File: config.mk
export PLATFORM = sky130hd
export DESIGN_NAME = emm_mapper
export DESIGN_NICKNAME = d
export VERILOG_FILES = /design/src/emm_pkg.sv /design/src/emm_tab_if.sv /design/src/emm_block_count.sv /design/src/emm_mapper.sv /design/src/emm_range_match.sv
export SDC_FILE = /design/constraint.sdc
export NUM_CORES = 2
export LEC_CHECK = 0
export BUFFER_PORTS_ARGS = -buffer_cell sky130_fd_sc_hd__buf_2
export CAP_MARGIN = 25
export CORE_ASPECT_RATIO = 1.75
export CORE_MARGIN = 2
export CORE_UTILIZATION = 65
export DETAILED_ROUTE_END_ITERATION = 12
export PLACE_DENSITY = 0.93
export REMOVE_ABC_BUFFERS = 1
export SYNTH_ARGS = -nofsm -noshare
export SYNTH_HDL_FRONTEND = slang
export SYNTH_SLANG_ARGS = --single-unit
File: constraint.sdc
create_clock -name i_clk -period 13.6 [get_ports i_clk]
set_input_delay 0.68 -clock i_clk [delete_from_list [all_inputs] [get_ports i_clk]]
set_output_delay 0.68 -clock i_clk [all_outputs]
set_load 0.05 [all_outputs]
File: src/emm_pkg.sv
// Purpose: shared constants and types of the emulation memory mapper
// Assumes: one clock, synchronous reset, register port indexed by word
// Notes:   descriptor codes are internal to the mapper
`default_nettype none

package emm_pkg;

  typedef enum logic [2:0] {
    EMM_EMU_RAM = 3'h0,
    EMM_EMU_ROM = 3'h1,
    EMM_TGT_RAM = 3'h2,
    EMM_TGT_ROM = 3'h3,
    EMM_GUARD   = 3'h4
  } emm_desc_t;

  // documented widths and own defaults for sizes the text leaves open
  localparam int EMM_ADDR_W     = 32;
  localparam int EMM_BLK_SHIFT  = 12;
  localparam int EMM_NUM_ENT    = 8;
  localparam int EMM_EMU_BLOCKS = 32;

  // register word offsets
  localparam logic [3:0] EMM_OFS_CTRL   = 4'h0;
  localparam logic [3:0] EMM_OFS_DFLT   = 4'h1;
  localparam logic [3:0] EMM_OFS_INDEX  = 4'h2;
  localparam logic [3:0] EMM_OFS_START  = 4'h3;
  localparam logic [3:0] EMM_OFS_END    = 4'h4;
  localparam logic [3:0] EMM_OFS_ECFG   = 4'h5;
  localparam logic [3:0] EMM_OFS_CMD    = 4'h6;
  localparam logic [3:0] EMM_OFS_STATUS = 4'h7;
  localparam logic [3:0] EMM_OFS_AVAIL  = 4'h8;
  localparam logic [3:0] EMM_OFS_USED   = 4'h9;
  localparam logic [3:0] EMM_OFS_VALID  = 4'ha;

  // field positions
  localparam int EMM_CTRL_ROMBRK = 0;
  localparam int EMM_ECFG_SINGLE = 3;
  localparam int EMM_CMD_ADD     = 0;
  localparam int EMM_CMD_DEL_ONE = 1;
  localparam int EMM_CMD_DEL_ALL = 2;
  localparam int EMM_CMD_END     = 3;
  localparam int EMM_ST_DONE     = 0;
  localparam int EMM_ST_END_ERR  = 1;
  localparam int EMM_ST_ADD_ERR  = 2;
  localparam int EMM_ST_DFLT_ERR = 3;
  localparam int EMM_ST_ROM_WR   = 4;
  localparam int EMM_ST_GUARD    = 5;

  // reset values
  localparam logic      EMM_CTRL_RST = 1'b0;
  localparam emm_desc_t EMM_DFLT_RST = EMM_GUARD;

  function automatic logic emm_is_emu(input emm_desc_t d);
    emm_is_emu = (d == EMM_EMU_RAM) || (d == EMM_EMU_ROM);
  endfunction : emm_is_emu

  function automatic logic emm_is_rom(input emm_desc_t d);
    emm_is_rom = (d == EMM_EMU_ROM) || (d == EMM_TGT_ROM);
  endfunction : emm_is_rom

endpackage : emm_pkg

`default_nettype wire

File: src/emm_tab_if.sv
// Purpose: carries the map entry table from its owner to its readers
// Assumes: table held as block numbers, first and last inclusive
// Notes:   combinational view of the owner's registers
`default_nettype none

interface emm_tab_if #(
  parameter int NENT = 8,
  parameter int BW   = 20
);
  import emm_pkg::*;

  logic [NENT-1:0] valid;
  logic [BW-1:0]   first_blk [NENT];
  logic [BW-1:0]   last_blk  [NENT];
  emm_desc_t       desc      [NENT];

  modport owner (output valid, first_blk, last_blk, desc);
  modport user  (input  valid, first_blk, last_blk, desc);
endinterface : emm_tab_if

`default_nettype wire

File: src/emm_block_count.sv
// Purpose: totals the emulation blocks held by the map entries
// Assumes: overlapping entries are each counted in full
// Notes:   purely combinational
`default_nettype none

module emm_block_count
  import emm_pkg::*;
#(
  parameter int NENT = 8,
  parameter int BW   = 20,
  parameter int CW   = 24
) (
  emm_tab_if.user            tab,
  output logic [CW-1:0]      o_used
);

  logic [CW-1:0] span [NENT];

  genvar g;
  generate
    for (g = 0; g < NENT; g++) begin : g_span
      // target and guarded entries take no emulation memory
      assign span[g] = (tab.valid[g] && emm_is_emu(tab.desc[g])) ?
                       CW'(tab.last_blk[g]) - CW'(tab.first_blk[g]) + CW'(1) :
                       '0;
    end
  endgenerate

  always_comb begin
    o_used = '0;
    for (int i = 0; i < NENT; i++) begin
      o_used = o_used + span[i];
    end
  end

endmodule : emm_block_count

`default_nettype wire

File: src/emm_mapper.sv
// Purpose: address range memory mapper of an in-circuit emulator
// Assumes: memory cycle inputs synchronous to i_clk; one cycle per address
// Notes:   cycle outputs lag the address by one clock; table kept as blocks
`default_nettype none

// Behaviour
// - each entry holds exactly one of five descriptors
// - descriptor of the previous clock's address is output every cycle
// - address matching no entry takes the default descriptor
// - range ends widen to whole blocks, covering partly touched ones
// - start inside a block becomes that block's start
// - single address entry maps exactly its own block
// - cycles in target ranges go to the target system
// - writes to emulation ROM leave the stored data unchanged
// - enabled ROM writes are flagged and break execution
// - any access to a guarded range breaks execution
// - emulation memory mapped as ROM acts read-only
// - RAM ranges accept reads and writes freely
// - default may only be target RAM, target ROM or guarded
// - with no default chosen, unmapped blocks are guarded
// - emulation entries reduce available blocks by their size
// - target entries leave available blocks unchanged
// - range addresses are up to 32 bits wide
// - one entry or all entries can be removed
// - ending configuration with an empty map is an error
module emm_mapper
  import emm_pkg::*;
#(
  parameter int NENT       = EMM_NUM_ENT,
  parameter int SH         = EMM_BLK_SHIFT,
  parameter int EMU_BLOCKS = EMM_EMU_BLOCKS
) (
  input  wire logic                  i_clk,
  input  wire logic                  i_srst,
  // register port
  input  wire logic [3:0]            i_reg_addr,
  input  wire logic [31:0]           i_reg_wdata,
  input  wire logic                  i_reg_wr,
  input  wire logic                  i_reg_rd,
  output logic      [31:0]           o_reg_rdata,
  // processor memory cycle
  input  wire logic [EMM_ADDR_W-1:0] i_addr,
  input  wire logic                  i_cyc,
  input  wire logic                  i_wr,
  // mapper answer
  output emm_desc_t                  o_desc,
  output logic                       o_tgt_sel,
  output logic                       o_emu_sel,
  output logic                       o_emu_wr_en,
  output logic                       o_rom_wr_err,
  output logic                       o_break,
  output logic                       o_cfg_done
);

  localparam int AW = EMM_ADDR_W;
  localparam int BW = AW - SH;
  localparam int IW = (NENT > 1) ? $clog2(NENT) : 1;
  localparam int CW = BW + IW + 1;

  // configuration registers
  logic            rombrk_reg;
  emm_desc_t       dflt_reg;
  logic [IW-1:0]   idx_reg;
  logic [AW-1:0]   start_reg;
  logic [AW-1:0]   end_reg;
  emm_desc_t       edesc_reg;
  logic            single_reg;

  // entry table
  logic [NENT-1:0] valid_reg;
  logic [BW-1:0]   first_reg [NENT];
  logic [BW-1:0]   last_reg  [NENT];
  emm_desc_t       desc_reg  [NENT];

  // status
  logic            done_reg;
  logic            end_err_reg;
  logic            add_err_reg;
  logic            dflt_err_reg;
  logic            rom_seen_reg;
  logic            guard_seen_reg;

  // bus decode
  logic            wr_ctrl;
  logic            wr_dflt;
  logic            wr_index;
  logic            wr_start;
  logic            wr_end;
  logic            wr_ecfg;
  logic            wr_cmd;
  logic            wr_status;
  logic            cmd_add;
  logic            cmd_del_one;
  logic            cmd_del_all;
  logic            cmd_end;
  emm_desc_t       wdesc;

  // entry add computation
  logic [BW-1:0]   add_first;
  logic [BW-1:0]   add_last;
  logic [CW-1:0]   add_span;
  logic [CW-1:0]   old_span;
  logic [CW-1:0]   used;
  logic [CW-1:0]   avail;
  logic            idx_ok;
  logic            desc_ok;
  logic            add_ok;

  // lookup
  logic            hit;
  emm_desc_t       hit_desc;
  emm_desc_t       eff_desc;
  logic            rom_wr;
  logic            guard_acc;

  emm_tab_if #(.NENT(NENT), .BW(BW)) tab ();

  always_comb begin
    tab.valid = valid_reg;
    for (int i = 0; i < NENT; i++) begin
      tab.first_blk[i] = first_reg[i];
      tab.last_blk[i]  = last_reg[i];
      tab.desc[i]      = desc_reg[i];
    end
  end

  emm_range_match #(.NENT(NENT), .BW(BW)) u_match (
    .tab    (tab),
    .i_blk  (i_addr[AW-1:SH]),
    .o_hit  (hit),
    .o_desc (hit_desc)
  );

  emm_block_count #(.NENT(NENT), .BW(BW), .CW(CW)) u_count (
    .tab    (tab),
    .o_used (used)
  );

  // ---- register write decode
  assign wr_ctrl   = i_reg_wr && (i_reg_addr == EMM_OFS_CTRL);
  assign wr_dflt   = i_reg_wr && (i_reg_addr == EMM_OFS_DFLT);
  assign wr_index  = i_reg_wr && (i_reg_addr == EMM_OFS_INDEX);
  assign wr_start  = i_reg_wr && (i_reg_addr == EMM_OFS_START);
  assign wr_end    = i_reg_wr && (i_reg_addr == EMM_OFS_END);
  assign wr_ecfg   = i_reg_wr && (i_reg_addr == EMM_OFS_ECFG);
  assign wr_cmd    = i_reg_wr && (i_reg_addr == EMM_OFS_CMD);
  assign wr_status = i_reg_wr && (i_reg_addr == EMM_OFS_STATUS);

  assign cmd_add     = wr_cmd && i_reg_wdata[EMM_CMD_ADD];
  assign cmd_del_one = wr_cmd && i_reg_wdata[EMM_CMD_DEL_ONE];
  assign cmd_del_all = wr_cmd && i_reg_wdata[EMM_CMD_DEL_ALL];
  assign cmd_end     = wr_cmd && i_reg_wdata[EMM_CMD_END];

  assign wdesc = emm_desc_t'(i_reg_wdata[2:0]);

  // ---- entry add: block rounding and space check
  assign add_first = start_reg[AW-1:SH];
  assign add_last  = single_reg ? add_first : end_reg[AW-1:SH];
  assign add_span  = CW'(add_last) - CW'(add_first) + CW'(1);
  assign avail     = CW'(EMU_BLOCKS) - used;
  assign idx_ok    = 32'(idx_reg) < NENT;

  always_comb begin
    old_span = '0;
    if (idx_ok && valid_reg[idx_reg] && emm_is_emu(desc_reg[idx_reg])) begin
      old_span = CW'(last_reg[idx_reg]) - CW'(first_reg[idx_reg]) + CW'(1);
    end
  end

  assign desc_ok = edesc_reg <= EMM_GUARD;

  always_comb begin
    add_ok = idx_ok && desc_ok && (add_last >= add_first);
    // emulation entries must fit in what is left
    if (emm_is_emu(edesc_reg) && (add_span > avail + old_span)) begin
      add_ok = 1'b0;
    end
  end

  // ---- configuration registers
  always_ff @(posedge i_clk) begin
    if (i_srst) begin
      rombrk_reg <= EMM_CTRL_RST;
    end else if (wr_ctrl) begin
      rombrk_reg <= i_reg_wdata[EMM_CTRL_ROMBRK];
    end
  end

  always_ff @(posedge i_clk) begin
    if (i_srst) begin
      dflt_reg <= EMM_DFLT_RST;
    end else if (wr_dflt) begin
      // emulation descriptors refused as default
      if ((wdesc == EMM_TGT_RAM) || (wdesc == EMM_TGT_ROM) || (wdesc == EMM_GUARD)) begin
        dflt_reg <= wdesc;
      end
    end
  end

  always_ff @(posedge i_clk) begin
    if (i_srst) begin
      idx_reg    <= '0;
      start_reg  <= '0;
      end_reg    <= '0;
      edesc_reg  <= EMM_DFLT_RST;
      single_reg <= 1'b0;
    end else begin
      if (wr_index) begin
        idx_reg <= i_reg_wdata[IW-1:0];
      end
      if (wr_start) begin
        start_reg <= i_reg_wdata[AW-1:0];
      end
      if (wr_end) begin
        end_reg <= i_reg_wdata[AW-1:0];
      end
      if (wr_ecfg) begin
        edesc_reg  <= wdesc;
        single_reg <= i_reg_wdata[EMM_ECFG_SINGLE];
      end
    end
  end

  // ---- entry table
  always_ff @(posedge i_clk) begin
    if (i_srst) begin
      valid_reg <= '0;
      for (int i = 0; i < NENT; i++) begin
        first_reg[i] <= '0;
        last_reg[i]  <= '0;
        desc_reg[i]  <= EMM_GUARD;
      end
    end else if (cmd_del_all) begin
      valid_reg <= '0;
    end else if (cmd_del_one) begin
      if (idx_ok) begin
        valid_reg[idx_reg] <= 1'b0;
      end
    end else if (cmd_add && add_ok) begin
      valid_reg[idx_reg] <= 1'b1;
      first_reg[idx_reg] <= add_first;
      last_reg[idx_reg]  <= add_last;
      desc_reg[idx_reg]  <= edesc_reg;
    end
  end

  // ---- session state and sticky status
  always_ff @(posedge i_clk) begin
    if (i_srst) begin
      done_reg <= 1'b0;
    end else if (cmd_del_all || cmd_del_one || cmd_add) begin
      done_reg <= 1'b0;
    end else if (cmd_end) begin
      done_reg <= |valid_reg;
    end
  end

  always_ff @(posedge i_clk) begin
    if (i_srst) begin
      end_err_reg  <= 1'b0;
      add_err_reg  <= 1'b0;
      dflt_err_reg <= 1'b0;
    end else begin
      // a new error wins over a clear in the same cycle
      if (cmd_end && !(cmd_del_all || cmd_del_one || cmd_add) && (valid_reg == '0)) begin
        end_err_reg <= 1'b1;
      end else if (wr_status && i_reg_wdata[EMM_ST_END_ERR]) begin
        end_err_reg <= 1'b0;
      end
      if (cmd_add && !cmd_del_all && !cmd_del_one && !add_ok) begin
        add_err_reg <= 1'b1;
      end else if (wr_status && i_reg_wdata[EMM_ST_ADD_ERR]) begin
        add_err_reg <= 1'b0;
      end
      if (wr_dflt && (wdesc != EMM_TGT_RAM) && (wdesc != EMM_TGT_ROM)
          && (wdesc != EMM_GUARD)) begin
        dflt_err_reg <= 1'b1;
      end else if (wr_status && i_reg_wdata[EMM_ST_DFLT_ERR]) begin
        dflt_err_reg <= 1'b0;
      end
    end
  end

  always_ff @(posedge i_clk) begin
    if (i_srst) begin
      rom_seen_reg   <= 1'b0;
      guard_seen_reg <= 1'b0;
    end else begin
      if (rom_wr && rombrk_reg) begin
        rom_seen_reg <= 1'b1;
      end else if (wr_status && i_reg_wdata[EMM_ST_ROM_WR]) begin
        rom_seen_reg <= 1'b0;
      end
      if (guard_acc) begin
        guard_seen_reg <= 1'b1;
      end else if (wr_status && i_reg_wdata[EMM_ST_GUARD]) begin
        guard_seen_reg <= 1'b0;
      end
    end
  end

  // ---- register read, data valid in the following cycle only
  always_ff @(posedge i_clk) begin
    if (i_srst) begin
      o_reg_rdata <= '0;
    end else if (i_reg_rd) begin
      case (i_reg_addr)
        EMM_OFS_CTRL:   o_reg_rdata <= 32'(rombrk_reg);
        EMM_OFS_DFLT:   o_reg_rdata <= 32'(dflt_reg);
        EMM_OFS_INDEX:  o_reg_rdata <= 32'(idx_reg);
        EMM_OFS_START:  o_reg_rdata <= 32'(start_reg);
        EMM_OFS_END:    o_reg_rdata <= 32'(end_reg);
        EMM_OFS_ECFG:   o_reg_rdata <= 32'({single_reg, edesc_reg});
        EMM_OFS_STATUS: o_reg_rdata <= 32'({guard_seen_reg, rom_seen_reg, dflt_err_reg,
                                            add_err_reg, end_err_reg, done_reg});
        EMM_OFS_AVAIL:  o_reg_rdata <= 32'(avail);
        EMM_OFS_USED:   o_reg_rdata <= 32'(used);
        EMM_OFS_VALID:  o_reg_rdata <= 32'(valid_reg);
        default:        o_reg_rdata <= '0;
      endcase
    end else begin
      o_reg_rdata <= '0;
    end
  end

  // ---- address lookup
  assign eff_desc  = hit ? hit_desc : dflt_reg;
  assign rom_wr    = i_cyc && i_wr && emm_is_rom(eff_desc);
  assign guard_acc = i_cyc && (eff_desc == EMM_GUARD);

  always_ff @(posedge i_clk) begin
    if (i_srst) begin
      o_desc <= EMM_DFLT_RST;
    end else begin
      o_desc <= eff_desc;
    end
  end

  always_ff @(posedge i_clk) begin
    if (i_srst) begin
      o_tgt_sel <= 1'b0;
      o_emu_sel <= 1'b0;
    end else begin
      o_tgt_sel <= i_cyc && ((eff_desc == EMM_TGT_RAM) || (eff_desc == EMM_TGT_ROM));
      o_emu_sel <= i_cyc && emm_is_emu(eff_desc);
    end
  end

  // emulation memory written only when mapped as RAM
  always_ff @(posedge i_clk) begin
    if (i_srst) begin
      o_emu_wr_en <= 1'b0;
    end else begin
      o_emu_wr_en <= i_cyc && i_wr && (eff_desc == EMM_EMU_RAM);
    end
  end

  always_ff @(posedge i_clk) begin
    if (i_srst) begin
      o_rom_wr_err <= 1'b0;
      o_break      <= 1'b0;
    end else begin
      o_rom_wr_err <= rom_wr && rombrk_reg;
      o_break      <= (rom_wr && rombrk_reg) || guard_acc;
    end
  end

  assign o_cfg_done = done_reg;

endmodule : emm_mapper

`default_nettype wire

File: src/emm_range_match.sv
// Purpose: finds the first map entry covering a block number
// Assumes: table entries are inclusive block ranges
// Notes:   purely combinational
`default_nettype none

module emm_range_match
  import emm_pkg::*;
#(
  parameter int NENT = 8,
  parameter int BW   = 20
) (
  emm_tab_if.user                tab,
  input  wire logic [BW-1:0]     i_blk,
  output logic                   o_hit,
  output emm_desc_t              o_desc
);

  logic [NENT-1:0] hit;

  genvar g;
  generate
    for (g = 0; g < NENT; g++) begin : g_cmp
      assign hit[g] = tab.valid[g] && (i_blk >= tab.first_blk[g])
                      && (i_blk <= tab.last_blk[g]);
    end
  endgenerate

  always_comb begin
    o_hit  = 1'b0;
    o_desc = EMM_GUARD;
    for (int i = NENT - 1; i >= 0; i--) begin
      if (hit[i]) begin
        o_hit  = 1'b1;
        o_desc = tab.desc[i];
      end
    end
  end

endmodule : emm_range_match

`default_nettype wire

### Word level (Yosys, flattened, before mapping)

Memory sizes are Yosys's and may differ from the RTL's. A register that Yosys moved wholly into a read port is not among the register bits.
Cells that the tools add are included.

* flip-flop bits (word level): 129
* input port bits: 74
* RAM bits: 344
* memories kept: 3
* word-level logic and storage cells: 285
* output and inout port bits: 41

Memories
* first_reg: words 8, width 20, read ports 9, clocked after Yosys merged registers in 1, write ports 8, line emm_mapper.sv:71 `logic [BW-1:0] first_reg [NENT];`
* last_reg: words 8, width 20, read ports 9, clocked after Yosys merged registers in 1, write ports 8, line emm_mapper.sv:72 `logic [BW-1:0] last_reg [NENT];`
* desc_reg: words 8, width 3, read ports 9, clocked after Yosys merged registers in 1, write ports 8, line emm_mapper.sv:73 `emm_desc_t desc_reg [NENT];`

* muxes and demuxes: 67
* bitwise operators: 4
* $add $sub $neg: 29
* magnitude comparators: 21
* equality and inequality tests: 30
* reduce and logical (&&, ||, !) cells: 110

Operators by type and width (count)
* case mux 32 bit (10 select lines): 1
* 2-to-1 mux 24 bit: 9
* subtractor 20 x 20 -> 21 bit: 10
* adder 24 x 1 -> 24 bit, second input constant: 8
* adder 24 bit: 8
* greater-or-equal comparator 20 bit: 9
* less-or-equal comparator 20 bit: 8
* logical AND 1 bit: 61
* 2-to-1 mux 20 bit: 3
* 2-to-1 mux 3 bit: 19
* adder 21 x 2 -> 22 bit, second input constant: 2
* OR reduction 20 bit: 2
* == test 3 x 1 -> 1 bit, second input constant: 11
* logical NOT 3 bit: 11
* 2-to-1 mux 1 bit: 31
* greater-than comparator 24 bit: 1
* subtractor 6 x 24 -> 24 bit, first input constant: 1
* logical OR 1 bit: 18
* == test 4 x 3 -> 1 bit, second input constant: 4
* 2-to-1 mux 8 bit: 2
* == test 3 x 2 -> 1 bit, second input constant: 4
* == test 4 bit, second input constant: 3
* nonzero test 2 bit: 6
* bitwise AND 8 bit: 1
* 20 further kinds: 28

### Logic depth before layout (Yosys ltp)

An unclocked memory read counts as a cell.

* word-level depth: 25
* depth in mapped cells: 52
* mapped depth without buffers: 50

### By module

Synthesis repeated with hierarchy kept, for this count alone.

* cell total of the unflattened synthesis: 5760
* area total of the unflattened synthesis: 49752.7 µm²

By module, submodules not included
* emm_mapper: times used 1, cells an instance 2281, area an instance 24870.1 µm², seq. area each 12972.4 µm²
* emm_block_count: times used 1, cells an instance 2335, area an instance 16713.5 µm², seq. area each 0.0 µm²
* emm_range_match: times used 1, cells an instance 1144, area an instance 8169.1 µm², seq. area each 0.0 µm²

### Least setup slack after synthesis

OpenSTA, ideal clock, no wires.

* path type: register -> register
* start: memory last_reg[2][0]
* end: memory desc_reg[0][0] (netlist bit), enable pin
* path slack: 1.114 ns
* data required time: 13.050 ns
* clock period less this slack: 12.486 ns
* path buffers: 2
* setup time: 0.550 ns
* cell stages (with the launch flop): 52
* data arrival time: 11.936 ns
* cells stage by stage: edfxtp_1 > inv_1 > ha_1 > inv_1 > fa_1 > a211oi_1 > nor2_1 > xor2_1 > nand2_1 > or3_1 > or3b_1 > nor3b_1 > nand2_1 > xnor2_1 > nand2_1 > fa_1 > inv_1 > fa_1 > [... 16 more ...] > a21oi_1 > nand2_1 > or3_1 > a31o_2 > a21oi_1 > xor2_1 > ha_1 > nand4_1 > nor4_1 > a21oi_1 > o31ai_1 > a21oi_1 > a21oi_1 > nor3_1 > clkbuf_1 > nand2_1 > clkbuf_1 > nand2_1

RTL lines (line)
* start: declaration: emm_mapper.sv:72
* end: declaration: emm_mapper.sv:73

==> metrics.yaml <==
die_y_um: 367
min_path_type: "in2reg"
clockRootBuffer: "clkbuf_16"
power_density_nw_per_um2: 74.4
dr_total_vias: 46100
synth_warnings: 0
grt_pass1_wl_mm: 280
slowest_stage: "a2111oi_4"
fmaxAchievable_ghz: 0.0758
setup_slack_ns: 0.409
setup_viol: 0
ys_ff_latch: 476
rsz0062_at_grt: "false"
fillCellCount: 5865
grt.total_usage: 0.494
start_kind: "register"
drc: 0
synthToLayoutAreaGrowth_pct: 8.38
fp.dieW_um: 211
syn_area_um2: 48800
worst_pin_slew_ns: 1.26
core_um2: 74700
synthMostInstantiatedCell: "nor2_1"
final.setup.tns_ns: 0
synth_edf_count: 344
cts_buffers: 42
clk_latency_ns: 0.61
ys.flop_type: "edfxtp_1"
drive_above_1_share: 0.0936
wl_mm: 190
final_nets: 6503
grt_pass1_vias: 47000
ir_drop_mv: 0.121
finalClockSkew_ns: 0.0217
cp.required_ns: 13.93
grt_max_degree: 56
cp.arrival_ns: 13.52
drv_slew: 0
htreeDepth: 2
overflow: 0
maxCapViolCount: 0
cts.sinks: 476
cts_max_path_buffers: 3
period_minus_slack_ns: 13.19
io_pins: 115
max_stage_delay_ns: 0.57
crit_path_end_kind: "register"
wl_met3_mm: 19.3
syn_avg_cell_area_um2: 8.83
synth_top_area_share: 0.212
path_clk_slew_ns: 0.07
synthTopCellsByCount: "nor2_1, ha_1, inv_1"
hpwlAfterDp_mm: 152
io_buffers: 102
async_flop_share: 0
synth_seq_area_share: 0.266
fp.dieArea_um2: 77400
outcome: "complete, no violations"
synth_top_cell_by_area: "edfxtp_1"
via_per_inst: 6.91
slew_headroom: 0.160
ant_nets: 0
syn_inst: 5528
antenna_found_initial: 14
crit_type: "reg2reg"
top_layer_used: "met5"
cp_max_fo: 20
hold_viol_final: 0
total_leakage_power_uw: 0.0226
cts_tree: "built"
wl_met2_mm: 88.0
yosysUniqueCellTypes: 102
gp_congestion: 1.12
wire_per_inst_um: 28.5
start_util: 0.653
drt_pass1_iterations: 7
m1WireLength_mm: 54.8
synth_area_leaders: "edfxtp_1, ha_1, fa_1"
period_share: 0.970
rows: 133
detail_route.iter0.violations: 4998
pre_cts_slack_ns: 0.0950
==> worst max-delay path: cells and delay by family, from the launching register on <==
family	cells	cell delay, ns
DFF	1	0.47
and+or+nand+nor	15	3.91
AOI/OAI and AO/OA	13	2.63
xor gates and xnor gates	5	0.87
buffers and inverters	6	1.10
adders and majority gates	9	3.89
==> layout make-up <==
class | count | area [um2] | share of cell area
diodes | 13 | 32.5 | 0.000615
clock buffers | 51 | 1120 | 0.0213
clock inverters | 25 | 206 | 0.00390
inverters | 599 | 2250 | 0.0425
multi-input cells | 4309 | 33200 | 0.628
flip-flops and latches | 476 | 13000 | 0.245
well taps | 945 | 1180 | 0.0223
repair buffers | 253 | 1890 | 0.0356
==> report_power, final <==
group          leakage, uW  switching (uW)  internal [uW]
Clock             0.000650             606            620
Combinational       0.0174             681            400
Sequential         0.00459            41.8           1590
==> through the flow <==
step | cell area, um2 | std cells | total power [uW] | utilization | hold slack, ns
6_report | 52900 | 6671 | 3940 | 0.708 | 0.318
3_3_place_gp | 51300 | 6560 | 2650 | 0.686 | 0.439
4_1_cts | 52600 | 6644 | 3870 | 0.705 | 0.307
2_1_floorplan | 48300 | 5384 | 2330 | - | 0.426
3_5_place_dp | 51300 | 6568 | 2680 | 0.687 | 0.448
5_1_grt | 52900 | 6660 | 4050 | 0.708 | 0.323
==> path summary, 6_finish.rpt <==
check	startpoint	to	slack (ns)	cells after the start
max	first_reg[5][0]	first_reg[0][17]	0.41	48
min	i_wr	o_emu_wr_en	0.32	2
max reg2reg	first_reg[5][0]	first_reg[0][17]	0.41	48
min reg2reg	start_reg[10]	start_reg[10]	0.46	2
==> cell families after synthesis <==
family / Yosys count / synth area share
and+or+nand+nor: 1908 / 0.187
AOI/OAI and AO/OA: 1092 / 0.148
adders and majority gates: 748 / 0.214
buffers and inverters: 743 / 0.0571
DFF: 476 / 0.266
xor gates and xnor gates: 397 / 0.0721
muxes: 164 / 0.0552
==> layout by cell type, fill, tap and decap left out, types with 82 or more instances in the layout <==
cell type	count
nor2_1	686
ha_1	602
inv_1	578
nand2_1	426
edfxtp_1	344
a21oi_1	333
xnor2_1	235
a21o_1	176
o21ai_0	166
xor2_1	155
fa_1	146
dfxtp_1	129
buf_4	126
nor3_1	121
nand3_1	110
buf_2	103
mux4_2	82
==> routing by layer <==
metal / up-vias / global-route usage
met5: - / 0
met3: 1273 / 0.134
met4: 6 / 0.561
met2: 3204 / 0.808
met1: 21700 / 0.467
li1: 19900 / -
==> what timing repair did <==
item,4_1_cts,5_1_grt
gates resized for setup,0,21
hold buffers,0,0
setup buffers,0,3
endpoints found under the setup margin,0,697
No activity file was read; power rests on OpenSTA's default activity.
